===== src/core/ldo_monitor_pkg.sv =====
// Register map, field positions and types of the regulator monitor.
package ldo_monitor_pkg;
    localparam int AddrWidth = 4;
    localparam int DataWidth = 16;
    localparam int TrimWidth = 9;
    localparam logic [3:0] CtrlOffset = 4'h0;
    localparam logic [3:0] StatusOffset = 4'h2;
    localparam logic [3:0] CurTrimOffset = 4'h4;
    localparam logic [3:0] VolTrimOffset = 4'h6;
    localparam logic [3:0] OcFiltOffset = 4'h8;
    localparam logic [3:0] OvFiltOffset = 4'ha;
    localparam int CtrlOvDetBit = 0;
    localparam int CtrlOvIrqBit = 1;
    localparam int CtrlOcIrqBit = 2;
    localparam int StPumpBit = 15;
    localparam int StOcLiveBit = 3;
    localparam int StOvLiveBit = 2;
    localparam int StOcFlagBit = 1;
    localparam int StOvFlagBit = 0;
    localparam int FilterDivide = 16;
    localparam logic [15:0] ResetZero = 16'h0000;

    typedef struct packed {
        logic [AddrWidth-1:0] addr;
        logic [DataWidth-1:0] wdata;
        logic wr;
        logic rd;
    } bus_req_t;

    typedef struct packed {
        logic pumpOk;
        logic overCurrent;
        logic overVoltage;
    } detect_t;
endpackage


===== src/core/ldo_monitor_register_bank.sv =====
// Control, status, trim and filter registers of the regulator monitor.
//
// Contract
// RULE1: Overcurrent enable gates overcurrent interrupt.
// RULE2: Overvoltage enable gates overvoltage interrupt.
// RULE3: Control bit 0 enables overvoltage detection.
// RULE4: Status bit 15 mirrors pump ok live.
// RULE5: Status bit 3 shows live overcurrent.
// RULE6: Status bit 2 shows live overvoltage.
// RULE7: Overcurrent flag sets; write one clears, resets filter.
// RULE8: Overcurrent filter samples at clock divided 16.
// RULE9: Overvoltage flag sets; write one clears, resets filter.
// RULE10: Reserved bits read zero, ignore writes; the control register keeps and reads back all 16 bits.
// RULE11: Trim registers hold nine bits together.
// RULE12: Overcurrent filter needs count agreeing samples.
// RULE13: Overvoltage filter with own count register.
// RULE14: One interrupt from gated flags.
// RULE15: Flags stay set until software clears.
//
// Local design decision: strobed register access.
`timescale 1ns/1ps
module ldo_monitor_register_bank
    import ldo_monitor_pkg::*;
#(
    parameter int CountWidth = DataWidth,
    parameter int DivideBy = FilterDivide
) (
    // Clock and reset
    input wire logic clk,
    input wire logic rst,
    // Register port
    input wire bus_req_t busReq,
    output logic [DataWidth-1:0] rdata,
    // Analog detectors
    input wire detect_t detect,
    output logic overvoltageDetectEnable,
    output logic [TrimWidth-1:0] currentTrimValue,
    output logic [TrimWidth-1:0] voltageTrimValue,
    // Interrupt
    output logic irq
);
    logic [DataWidth-1:0] ctrl_q;
    logic [TrimWidth-1:0] curTrim_q, volTrim_q;
    logic [CountWidth-1:0] ocCount_q, ovCount_q;
    logic ocFlag_q, ovFlag_q;
    localparam int DivWidth = $clog2(DivideBy);
    localparam logic [DivWidth-1:0] DivLast = DivWidth'(DivideBy - 1);
    logic [DivWidth-1:0] div_q;
    logic [DivWidth:0] tickGap_q;
    logic sampleTick;
    logic ocFilt, ovFilt, ocClear, ovClear;
    logic [DataWidth-1:0] statusWord;

    function automatic logic hit(input bus_req_t r, input logic [3:0] off);
        return r.wr && (r.addr == off);
    endfunction

    // RULE8: sample tick divider
    always_ff @(posedge clk) begin
        if (rst) begin
            div_q <= '0;
        end else if (sampleTick) begin
            div_q <= '0;
        end else begin
            div_q <= div_q + DivWidth'(1);
        end
    end
    assign sampleTick = (div_q == DivLast);

    // RULE8: clocks since the last tick, for the spacing check
    always_ff @(posedge clk) begin
        if (rst || sampleTick) begin
            tickGap_q <= '0;
        end else begin
            tickGap_q <= tickGap_q + (DivWidth + 1)'(1);
        end
    end

    assign ocClear = hit(busReq, StatusOffset) && busReq.wdata[StOcFlagBit];
    assign ovClear = hit(busReq, StatusOffset) && busReq.wdata[StOvFlagBit];

    // RULE1: control holds enable bits; RULE3: detect enable output
    always_ff @(posedge clk) begin
        if (rst) begin
            ctrl_q <= ResetZero;
        end else if (hit(busReq, CtrlOffset)) begin
            ctrl_q <= busReq.wdata;
        end
    end
    assign overvoltageDetectEnable = ctrl_q[CtrlOvDetBit];

    // RULE11: nine bit trims written whole
    always_ff @(posedge clk) begin
        if (rst) begin
            curTrim_q <= ResetZero[TrimWidth-1:0];
            volTrim_q <= ResetZero[TrimWidth-1:0];
        end else begin
            if (hit(busReq, CurTrimOffset)) curTrim_q <= busReq.wdata[TrimWidth-1:0];
            if (hit(busReq, VolTrimOffset)) volTrim_q <= busReq.wdata[TrimWidth-1:0];
        end
    end
    assign currentTrimValue = curTrim_q;
    assign voltageTrimValue = volTrim_q;

    always_ff @(posedge clk) begin
        if (rst) begin
            ocCount_q <= ResetZero[CountWidth-1:0];
            ovCount_q <= ResetZero[CountWidth-1:0];
        end else begin
            if (hit(busReq, OcFiltOffset)) ocCount_q <= busReq.wdata[CountWidth-1:0];
            if (hit(busReq, OvFiltOffset)) ovCount_q <= busReq.wdata[CountWidth-1:0];
        end
    end

    // RULE12: overcurrent filter; RULE13: overvoltage filter
    logic [CountWidth-1:0] agree_q [2];
    logic accepted_q [2];
    logic rawIn [2];
    logic clrIn [2];
    logic [CountWidth-1:0] need [2];
    assign rawIn[0] = detect.overCurrent;
    assign rawIn[1] = detect.overVoltage && ctrl_q[CtrlOvDetBit];
    assign clrIn[0] = ocClear;
    assign clrIn[1] = ovClear;
    assign need[0] = ocCount_q;
    assign need[1] = ovCount_q;
    generate
        for (genvar i = 0; i < 2; i++) begin : g_filt
            always_ff @(posedge clk) begin
                if (rst || clrIn[i]) begin
                    agree_q[i] <= '0;
                    accepted_q[i] <= 1'b0;
                end else if (sampleTick) begin
                    if (rawIn[i] == accepted_q[i]) begin
                        agree_q[i] <= '0;
                    end else if (agree_q[i] + CountWidth'(1) >= need[i]) begin
                        agree_q[i] <= '0;
                        accepted_q[i] <= rawIn[i];
                    end else begin
                        agree_q[i] <= agree_q[i] + CountWidth'(1);
                    end
                end
            end
        end
    endgenerate
    assign ocFilt = (ocCount_q == '0) ? rawIn[0] : accepted_q[0];
    assign ovFilt = (ovCount_q == '0) ? rawIn[1] : accepted_q[1];

    // RULE7: RULE9: RULE15: sticky flags, set wins over clear
    always_ff @(posedge clk) begin
        if (rst) begin
            ocFlag_q <= 1'b0;
            ovFlag_q <= 1'b0;
        end else begin
            ocFlag_q <= ocFilt | (ocFlag_q & ~ocClear);
            ovFlag_q <= ovFilt | (ovFlag_q & ~ovClear);
        end
    end

    // RULE4: RULE5: RULE6: RULE10: status word
    always_comb begin
        statusWord = '0;
        statusWord[StPumpBit] = detect.pumpOk;
        statusWord[StOcLiveBit] = ocFilt;
        statusWord[StOvLiveBit] = ovFilt;
        statusWord[StOcFlagBit] = ocFlag_q;
        statusWord[StOvFlagBit] = ovFlag_q;
    end

    // RULE10: read mux, reserved bits zero except control, which reads back all 16 bits
    always_ff @(posedge clk) begin
        if (rst) begin
            rdata <= '0;
        end else if (busReq.rd) begin
            case (busReq.addr)
                CtrlOffset: rdata <= ctrl_q;
                StatusOffset: rdata <= statusWord;
                CurTrimOffset: rdata <= DataWidth'(curTrim_q);
                VolTrimOffset: rdata <= DataWidth'(volTrim_q);
                OcFiltOffset: rdata <= DataWidth'(ocCount_q);
                OvFiltOffset: rdata <= DataWidth'(ovCount_q);
                default: rdata <= '0;
            endcase
        end else begin
            rdata <= '0;
        end
    end

    // RULE2: RULE14: gated interrupt
    assign irq = (ocFlag_q & ctrl_q[CtrlOcIrqBit]) | (ovFlag_q & ctrl_q[CtrlOvIrqBit]);

    property p_irq_gate;
        @(posedge clk) disable iff (rst)
        irq == ((ocFlag_q && ctrl_q[CtrlOcIrqBit]) || (ovFlag_q && ctrl_q[CtrlOvIrqBit]));
    endproperty
    a_irq_gate: assert property (p_irq_gate) else $error("irq mismatch"); // RULE14

    property p_oc_sticky;
        @(posedge clk) disable iff (rst)
        (ocFlag_q && !ocClear) |=> ocFlag_q;
    endproperty
    a_oc_sticky: assert property (p_oc_sticky) else $error("oc flag lost"); // RULE15

    property p_ov_sticky;
        @(posedge clk) disable iff (rst)
        (ovFlag_q && !ovClear) |=> ovFlag_q;
    endproperty
    a_ov_sticky: assert property (p_ov_sticky) else $error("ov flag lost"); // RULE9

    property p_oc_set;
        @(posedge clk) disable iff (rst)
        ocFilt |=> ocFlag_q;
    endproperty
    a_oc_set: assert property (p_oc_set) else $error("oc flag not set"); // RULE7

    property p_pump_rd;
        @(posedge clk) disable iff (rst)
        (busReq.rd && busReq.addr == StatusOffset) |=> rdata[StPumpBit] == $past(detect.pumpOk);
    endproperty
    a_pump_rd: assert property (p_pump_rd) else $error("pump bit wrong"); // RULE4

    property p_rsvd;
        @(posedge clk) disable iff (rst)
        $past(busReq.rd && busReq.addr == StatusOffset) |-> rdata[14:4] == '0;
    endproperty
    a_rsvd: assert property (p_rsvd) else $error("reserved nonzero"); // RULE10

    property p_trim_rsvd;
        @(posedge clk) disable iff (rst)
        $past(busReq.rd && busReq.addr == CurTrimOffset) |-> rdata[15:9] == '0;
    endproperty
    a_trim_rsvd: assert property (p_trim_rsvd) else $error("trim reserved nonzero"); // RULE11

    property p_bypass;
        @(posedge clk) disable iff (rst)
        (ocCount_q == '0) |-> ocFilt == detect.overCurrent;
    endproperty
    a_bypass: assert property (p_bypass) else $error("bypass broken"); // RULE12

    property p_ov_det;
        @(posedge clk) disable iff (rst)
        (!ctrl_q[CtrlOvDetBit] && ovCount_q == '0) |-> !ovFilt;
    endproperty
    a_ov_det: assert property (p_ov_det) else $error("ov seen while disabled"); // RULE3

    property p_tick;
        @(posedge clk) disable iff (rst)
        sampleTick |-> tickGap_q == {1'b0, DivLast};
    endproperty
    a_tick: assert property (p_tick) else $error("tick spacing wrong"); // RULE8

    property p_oc_clr_win;
        @(posedge clk) disable iff (rst)
        (ocClear && ocFilt) |=> ocFlag_q;
    endproperty
    a_oc_clr_win: assert property (p_oc_clr_win) else $error("oc set lost to clear"); // RULE7

    property p_oc_clr;
        @(posedge clk) disable iff (rst)
        (ocClear && !ocFilt) |=> !ocFlag_q;
    endproperty
    a_oc_clr: assert property (p_oc_clr) else $error("oc flag not cleared"); // RULE7

    property p_ov_set;
        @(posedge clk) disable iff (rst)
        ovFilt |=> ovFlag_q;
    endproperty
    a_ov_set: assert property (p_ov_set) else $error("ov flag not set"); // RULE9

    property p_ov_clr;
        @(posedge clk) disable iff (rst)
        (ovClear && !ovFilt) |=> !ovFlag_q;
    endproperty
    a_ov_clr: assert property (p_ov_clr) else $error("ov flag not cleared"); // RULE9

    property p_oc_filt_clr;
        @(posedge clk) disable iff (rst)
        ocClear |=> (agree_q[0] == '0) && !accepted_q[0];
    endproperty
    a_oc_filt_clr: assert property (p_oc_filt_clr) else $error("oc filter kept state"); // RULE7

    property p_ov_filt_clr;
        @(posedge clk) disable iff (rst)
        ovClear |=> (agree_q[1] == '0) && !accepted_q[1];
    endproperty
    a_ov_filt_clr: assert property (p_ov_filt_clr) else $error("ov filter kept state"); // RULE9

    property p_oc_live;
        @(posedge clk) disable iff (rst)
        (busReq.rd && busReq.addr == StatusOffset) |=> rdata[StOcLiveBit] == $past(ocFilt);
    endproperty
    a_oc_live: assert property (p_oc_live) else $error("oc live bit wrong"); // RULE5

    property p_ov_live;
        @(posedge clk) disable iff (rst)
        (busReq.rd && busReq.addr == StatusOffset) |=> rdata[StOvLiveBit] == $past(ovFilt);
    endproperty
    a_ov_live: assert property (p_ov_live) else $error("ov live bit wrong"); // RULE6

    property p_oc_irq_off;
        @(posedge clk) disable iff (rst)
        (!ctrl_q[CtrlOcIrqBit] && !ovFlag_q) |-> !irq;
    endproperty
    a_oc_irq_off: assert property (p_oc_irq_off) else $error("oc irq while disabled"); // RULE1

    property p_ov_irq_off;
        @(posedge clk) disable iff (rst)
        (!ctrl_q[CtrlOvIrqBit] && !ocFlag_q) |-> !irq;
    endproperty
    a_ov_irq_off: assert property (p_ov_irq_off) else $error("ov irq while disabled"); // RULE2

    property p_filt_hold;
        @(posedge clk) disable iff (rst)
        (!sampleTick && !ocClear) |=> $stable(accepted_q[0]);
    endproperty
    a_filt_hold: assert property (p_filt_hold) else $error("filter moved off tick"); // RULE12
endmodule


===== config.mk =====
export PLATFORM = sky130hd
export DESIGN_NAME = ldo_monitor_register_bank
export DESIGN_NICKNAME = d
export VERILOG_FILES = /design/src/core/ldo_monitor_pkg.sv /design/src/core/ldo_monitor_register_bank.sv
export SDC_FILE = /design/constraint.sdc
export NUM_CORES = 1
export LEC_CHECK = 0
export ABC_AREA = 1
export BUFFER_PORTS_ARGS = -buffer_cell sky130_fd_sc_hd__buf_2
export CORE_ASPECT_RATIO = 0.6
export CORE_UTILIZATION = 47
export CTS_BUF_LIST = sky130_fd_sc_hd__clkbuf_4
export DETAILED_ROUTE_END_ITERATION = 10
export PLACE_DENSITY = 0.66
export SKIP_CTS_REPAIR_TIMING = 1
export SLEW_MARGIN = 20
export SYNTH_ARGS = -nofsm -noshare
export SYNTH_HDL_FRONTEND = slang
export SYNTH_SLANG_ARGS = --single-unit
export TNS_END_PERCENT = 50

===== constraint.sdc =====
create_clock -name clk -period 3.4 [get_ports clk]
set_input_delay 1.02 -clock clk [delete_from_list [all_inputs] [get_ports clk]]
set_output_delay 1.02 -clock clk [all_outputs]
set_load 0.03 [all_outputs]

== Word level (Yosys, flattened, before mapping) ==
Memory sizes are Yosys's and may differ from the RTL's.
Index checks and enable logic that the tools add are counted.
Storage, ports and cells
  register bits: 88
  memory bits (writable): 34
  bits of input ports: 27
  output and inout bits: 36
  logic and storage cells: 101
  memories kept: 2
Cells by class
  add/subtract/negate cells: 3
  order comparisons: 2
  eq/ne operators: 8
  muxes and demuxes: 43
  bitwise operators: 18
  reduce and logical (&&, ||, !) cells: 16
Memory list
  agree_q: depth 2, bits a word 16, read ports 2, clocked after memory_dff 0, wr ports 2, line ldo_monitor_register_bank.sv:116  | logic [CountWidth-1:0] agree_q [2];
  accepted_q: depth 2, bits a word 1, read ports 2, clocked after memory_dff 0, wr ports 2, line ldo_monitor_register_bank.sv:117  | logic accepted_q [2];
Operator list (count)
  two-way mux 16 bit: 6
  case mux 16 bit (6 select lines): 1
  two-way mux 1 bit: 36
  adder 16 x 1 -> 16 bit, second input constant: 2
  greater-or-equal comparator 16 bit: 2
  zero test 16 bit: 2
  == test 4 bit, second input constant: 3
  OR 1 bit: 11
  logical AND 1 bit: 9
  == test 4 x 3 -> 1 bit, second input constant: 2
  adder 4 x 1 -> 4 bit, second input constant: 1
  bitwise AND 1 bit: 4
  == test 4 x 2 -> 1 bit, second input constant: 1
  zero test 4 bit: 1
  OR reduction 2 bit: 2
  NOT 1 bit: 3
  == test 1 bit: 2
  logical OR 1 bit: 2

== Logic depth before layout (Yosys ltp) ==
An unclocked memory read counts as a cell.
  word-level depth: 10
  depth in mapped cells: 18
  gate-level depth less buffers: 18

== Least setup slack after synthesis ==
No wires, ideal clock.
  kind: reg2reg
  from: memory agree_q[1][0] (netlist name)
  to: memory agree_q[1][6] (netlist name) (data pin)
  library setup time: 138 ps
  data arrival time: 2278 ps
  required time: 3262 ps
  path slack: 984 ps
  cell stages (with the launch flop): 18
  path buffers: 1
  period minus slack after synthesis: 2416 ps
  path through: edfxtp_1 ha_1 nand3_1 inv_1 nand2_1 inv_1 nand2_1 xor2_1 inv_1 ha_1 nand2_1 inv_1 nand2_1 a21oi_1 nor2_1 nand3_4 buf_6 nor2_1
RTL lines (line)
  start, declared: ldo_monitor_register_bank.sv:116

==> results.md <==
* Final Slew Violations at 0
* Final Cycle Share at 0.818
* Clk sinks at 122
* CP Cell Sequence: ha_1 -> nand3_1 -> inv_1 -> nand2_1 -> inv_1 -> nand2_1 -> xor2_1 -> inv_1 -> ha_1 -> nand2_1 -> inv_1 -> nand2_1 -> a21oi_1 -> nor2_1 -> nand3_4 -> nor2_1
* Minimum clock period at between 2 and 3 ns
* Switching Share at 0.276
* Final Hold Vio Count at 0
* Largest net degree at the start of global routing at 33
* Syn-to-layout area delta at 11.7%
* Yosys reg bits at 122
* Post-DR wirelength/cell at around 15 um
* Synthesized cell area at 0.00643 mm2
* Via density at around 5.2
* Clk pwr share at 0.370
* Combinational fraction of design power at 0.101
* Startpoint class of the critical path: flip-flop
* Routed WL at around 17000 um
* Async SR Flop Fraction at 0
* Initial Util at 0.491
* Root Buffer: clkbuf_4
* Status: finished clean
* CP Class: flip-flop to flip-flop
* Final setup fails at 0
* GPL Wtd Cong at roughly 0.87
* Insertion delay to the later sink of the worst-skew pair at ~0.53 ns
* Worst vdd ir at about 0.19 mV
* First-pass GRT wire length at 27300 um
* DIE HEIGHT at 92.6 um
* Synth top area cells: dfxtp_1, edfxtp_1, nand2_1
* Sequential share of power at 0.529
* Post-detail-place hpwl at 12700 um
* Grt ovf at 0
* Pwr/cell area at approximately 410 mW/mm2
* Clk_skew at 0.0175 ns
* Post-route DRC at 0
* Int Power at 2.14 mW
* DIE WIDTH at 153 um
* Synth top area share at 0.274
* NetSw at a little over 800 uW
* Slew HR at 0.406
* Placement Setup Slack at 0.634 ns
* Crit path arrival time at 3.17 ns
* DRT iter0 DRCs at roughly 540
* Most used DFF post-synth: dfxtp_1
* CP Capture Type: flip-flop
* EDFF count, synth at 34
* Crit path max fanout at 16
* Setup tns final at 0 ns
* Die area at roughly 0.014 mm2
* Synth unique cells at 29
* Max-cap viol count at 0
* FF-to-FF setup slack at 0.62 ns
* Unrepaired setup endpoints after global routing: false
* Filler cells at 1271
* DRT antenna net count at 0
* Ports at 63
* Share of cells above drive strength 1 at 0.134
* CP max stage cell: edfxtp_1
* ANT cells at 0
* Tightest Pin Transition at a little under 0.9 ns
* GRT Total Usage at 0.250
* Synth Instances at 856
* Leakage at around 3.3 nW
* Max stage delay on crit path at 0.47 ns
* Antenna violations before repair at 0
* H-tree depth at 4
* CTS tree: done
* Worst path required time at 3.79 ns
* Vias in the first global route at approximately 5200
* Max Root-Sink Buffers at 2
* Yosys Warn Count at 0
* Clk slew on worst S/H paths at 0.12 ns
* Largest area contributor in the netlist: dfxtp_1
* Vias post-DR at 5730
* Maximum clock rate at 359 MHz
* DR pass1 iterations at 5
* Syn nets at 918
* CTS Buf Count at 17
* CORE AREA at 0.0131 mm2
* IO buf count at 62
* Core Rows at 32
* Setup ws final at between 0.6 and 0.7 ns
* Post-Syn Area per Cell at ~7.5 um2
* Hold Crit Class: flip-flop to flip-flop
* Register area share after synthesis at 0.433
* Nets@finish at 983
## cell usage in the layout, fill, tap and decap left out, types with 2 or more instances in the layout
cell type and instances:
inv_1 145, nor2_1 102, a31o_2 2, o21ai_0 70
clkbuf_4 18, buf_4 10, nor3_1 7, buf_2 62
dfxtp_1 88, inv_2 4, nand3_4 2, xnor2_1 3
nand3_1 39, a21oi_1 86, o221ai_1 2, nand2_2 5
nand4_1 6, nand2_1 150, nor2_2 5, inv_4 2
bufinv_16 3, o22ai_1 18, edfxtp_1 34, clkinvlp_4 2
nor2_4 3, clkinv_2 3, clkinv_1 2, ha_1 35
xor2_1 20
## sequential cells by signal (all words and copies together) (netlist names)
| name | count |
|---|---|
| ocCount_q | 16 |
| agree_q | 32 |
| voltageTrimValue | 9 |
| rdata | 16 |
| ovCount_q | 16 |
| div_q | 4 |
| ctrl_q | 16 |
| currentTrimValue | 9 |
| accepted_q | 2 |
| ovFlag_q | 1 |
| ocFlag_q | 1 |
## cells in the mapped netlist (2+ instances only)
library cell and count:
a31o_2 2, buf_6 3, o22ai_1 18, xor2_1 20, clkbuf_1 10, nand3_1 39
inv_2 3, nor2_2 5, edfxtp_1 34, o221ai_1 2, nand2_2 5, nor2_4 3
nor3_1 7, a21oi_1 86, ha_1 35, buf_2 13, nand3_4 2, nand4_1 6
xnor2_1 3, inv_1 145, o21ai_0 70, nor2_1 102, dfxtp_1 88, nand2_1 150
## worst max-delay path, delay by kind of cell (launching register included)
kind | cells | cell delay (ns)
AOI/OAI and AO/OA | 1 | 0.06
DFF | 1 | 0.47
buffers and inverters | 4 | 0.29
xor gates and xnor gates | 1 | 0.19
adders and majority gates | 2 | 0.53
and+or+nand+nor | 8 | 1.11
## layer usage
metal | part of all wire | vias up | global-route usage
met5 | 0 | - | 0
met4 | 0.0098 | 0 | 0.0665
met3 | 0.10 | 15 | 0.0557
met2 | 0.37 | 266 | 0.326
met1 | 0.52 | 2561 | 0.398
li1 | - | 2888 | -
## metrics by stage
step / area, um2 / utilization / power (mW) / cells / hold WS [ns]
2_1_floorplan: 6430 / - / 1.78 / 856 / 0.418
6_report: 7180 / 0.548 / 2.95 / 1104 / 0.455
3_3_place_gp: 6890 / 0.526 / 1.88 / 1072 / 0.431
4_1_cts: 7180 / 0.548 / 2.96 / 1104 / 0.455
3_5_place_dp: 6890 / 0.526 / 1.88 / 1072 / 0.437
5_1_grt: 7180 / 0.548 / 3.08 / 1104 / 0.476
## final cells by class
cell class              count  area [um2]  area share
multi-input cells         560        2960       0.412
flip-flops and latches    122        2780       0.388
inverters                 148         556      0.0774
repair buffers             72         385      0.0537
well taps                 170         213      0.0296
clock inverters            14         153      0.0213
clock buffers              18         135      0.0188
## kinds of logic (layout without fill, tap and decap cells)
kind of cell / count (synthesis) / after routing / share of synthesized area
compound gates: 179 / 179 / 0.146
fa+ha+maj: 35 / 35 / 0.0681
xor+xnor: 23 / 23 / 0.0313
buf+inv: 174 / 252 / 0.108
flops: 122 / 122 / 0.433
simple gates: 323 / 323 / 0.214
## worst paths after layout
path | startpoint | endpoint | depth (start not counted)
worst max-delay path | agree_q[1][0] | agree_q[1][10] | 16
worst min-delay path | div_q[0] | div_q[0] | 1
worst min register to register | div_q[0] | div_q[0] | 1
worst max register to register | agree_q[1][0] | agree_q[1][10] | 16
## power groups by stage
stage          clock, mW  combinational [mW]  sequential, mW
6_report            1.09               0.299            1.56
3_3_place_gp           0               0.291            1.59
3_5_place_dp           0               0.292            1.59
5_1_grt             1.17               0.338            1.57
4_1_cts             1.10               0.295            1.56
2_1_floorplan          0               0.189            1.59
No activity file was read; power rests on OpenSTA's default activity.
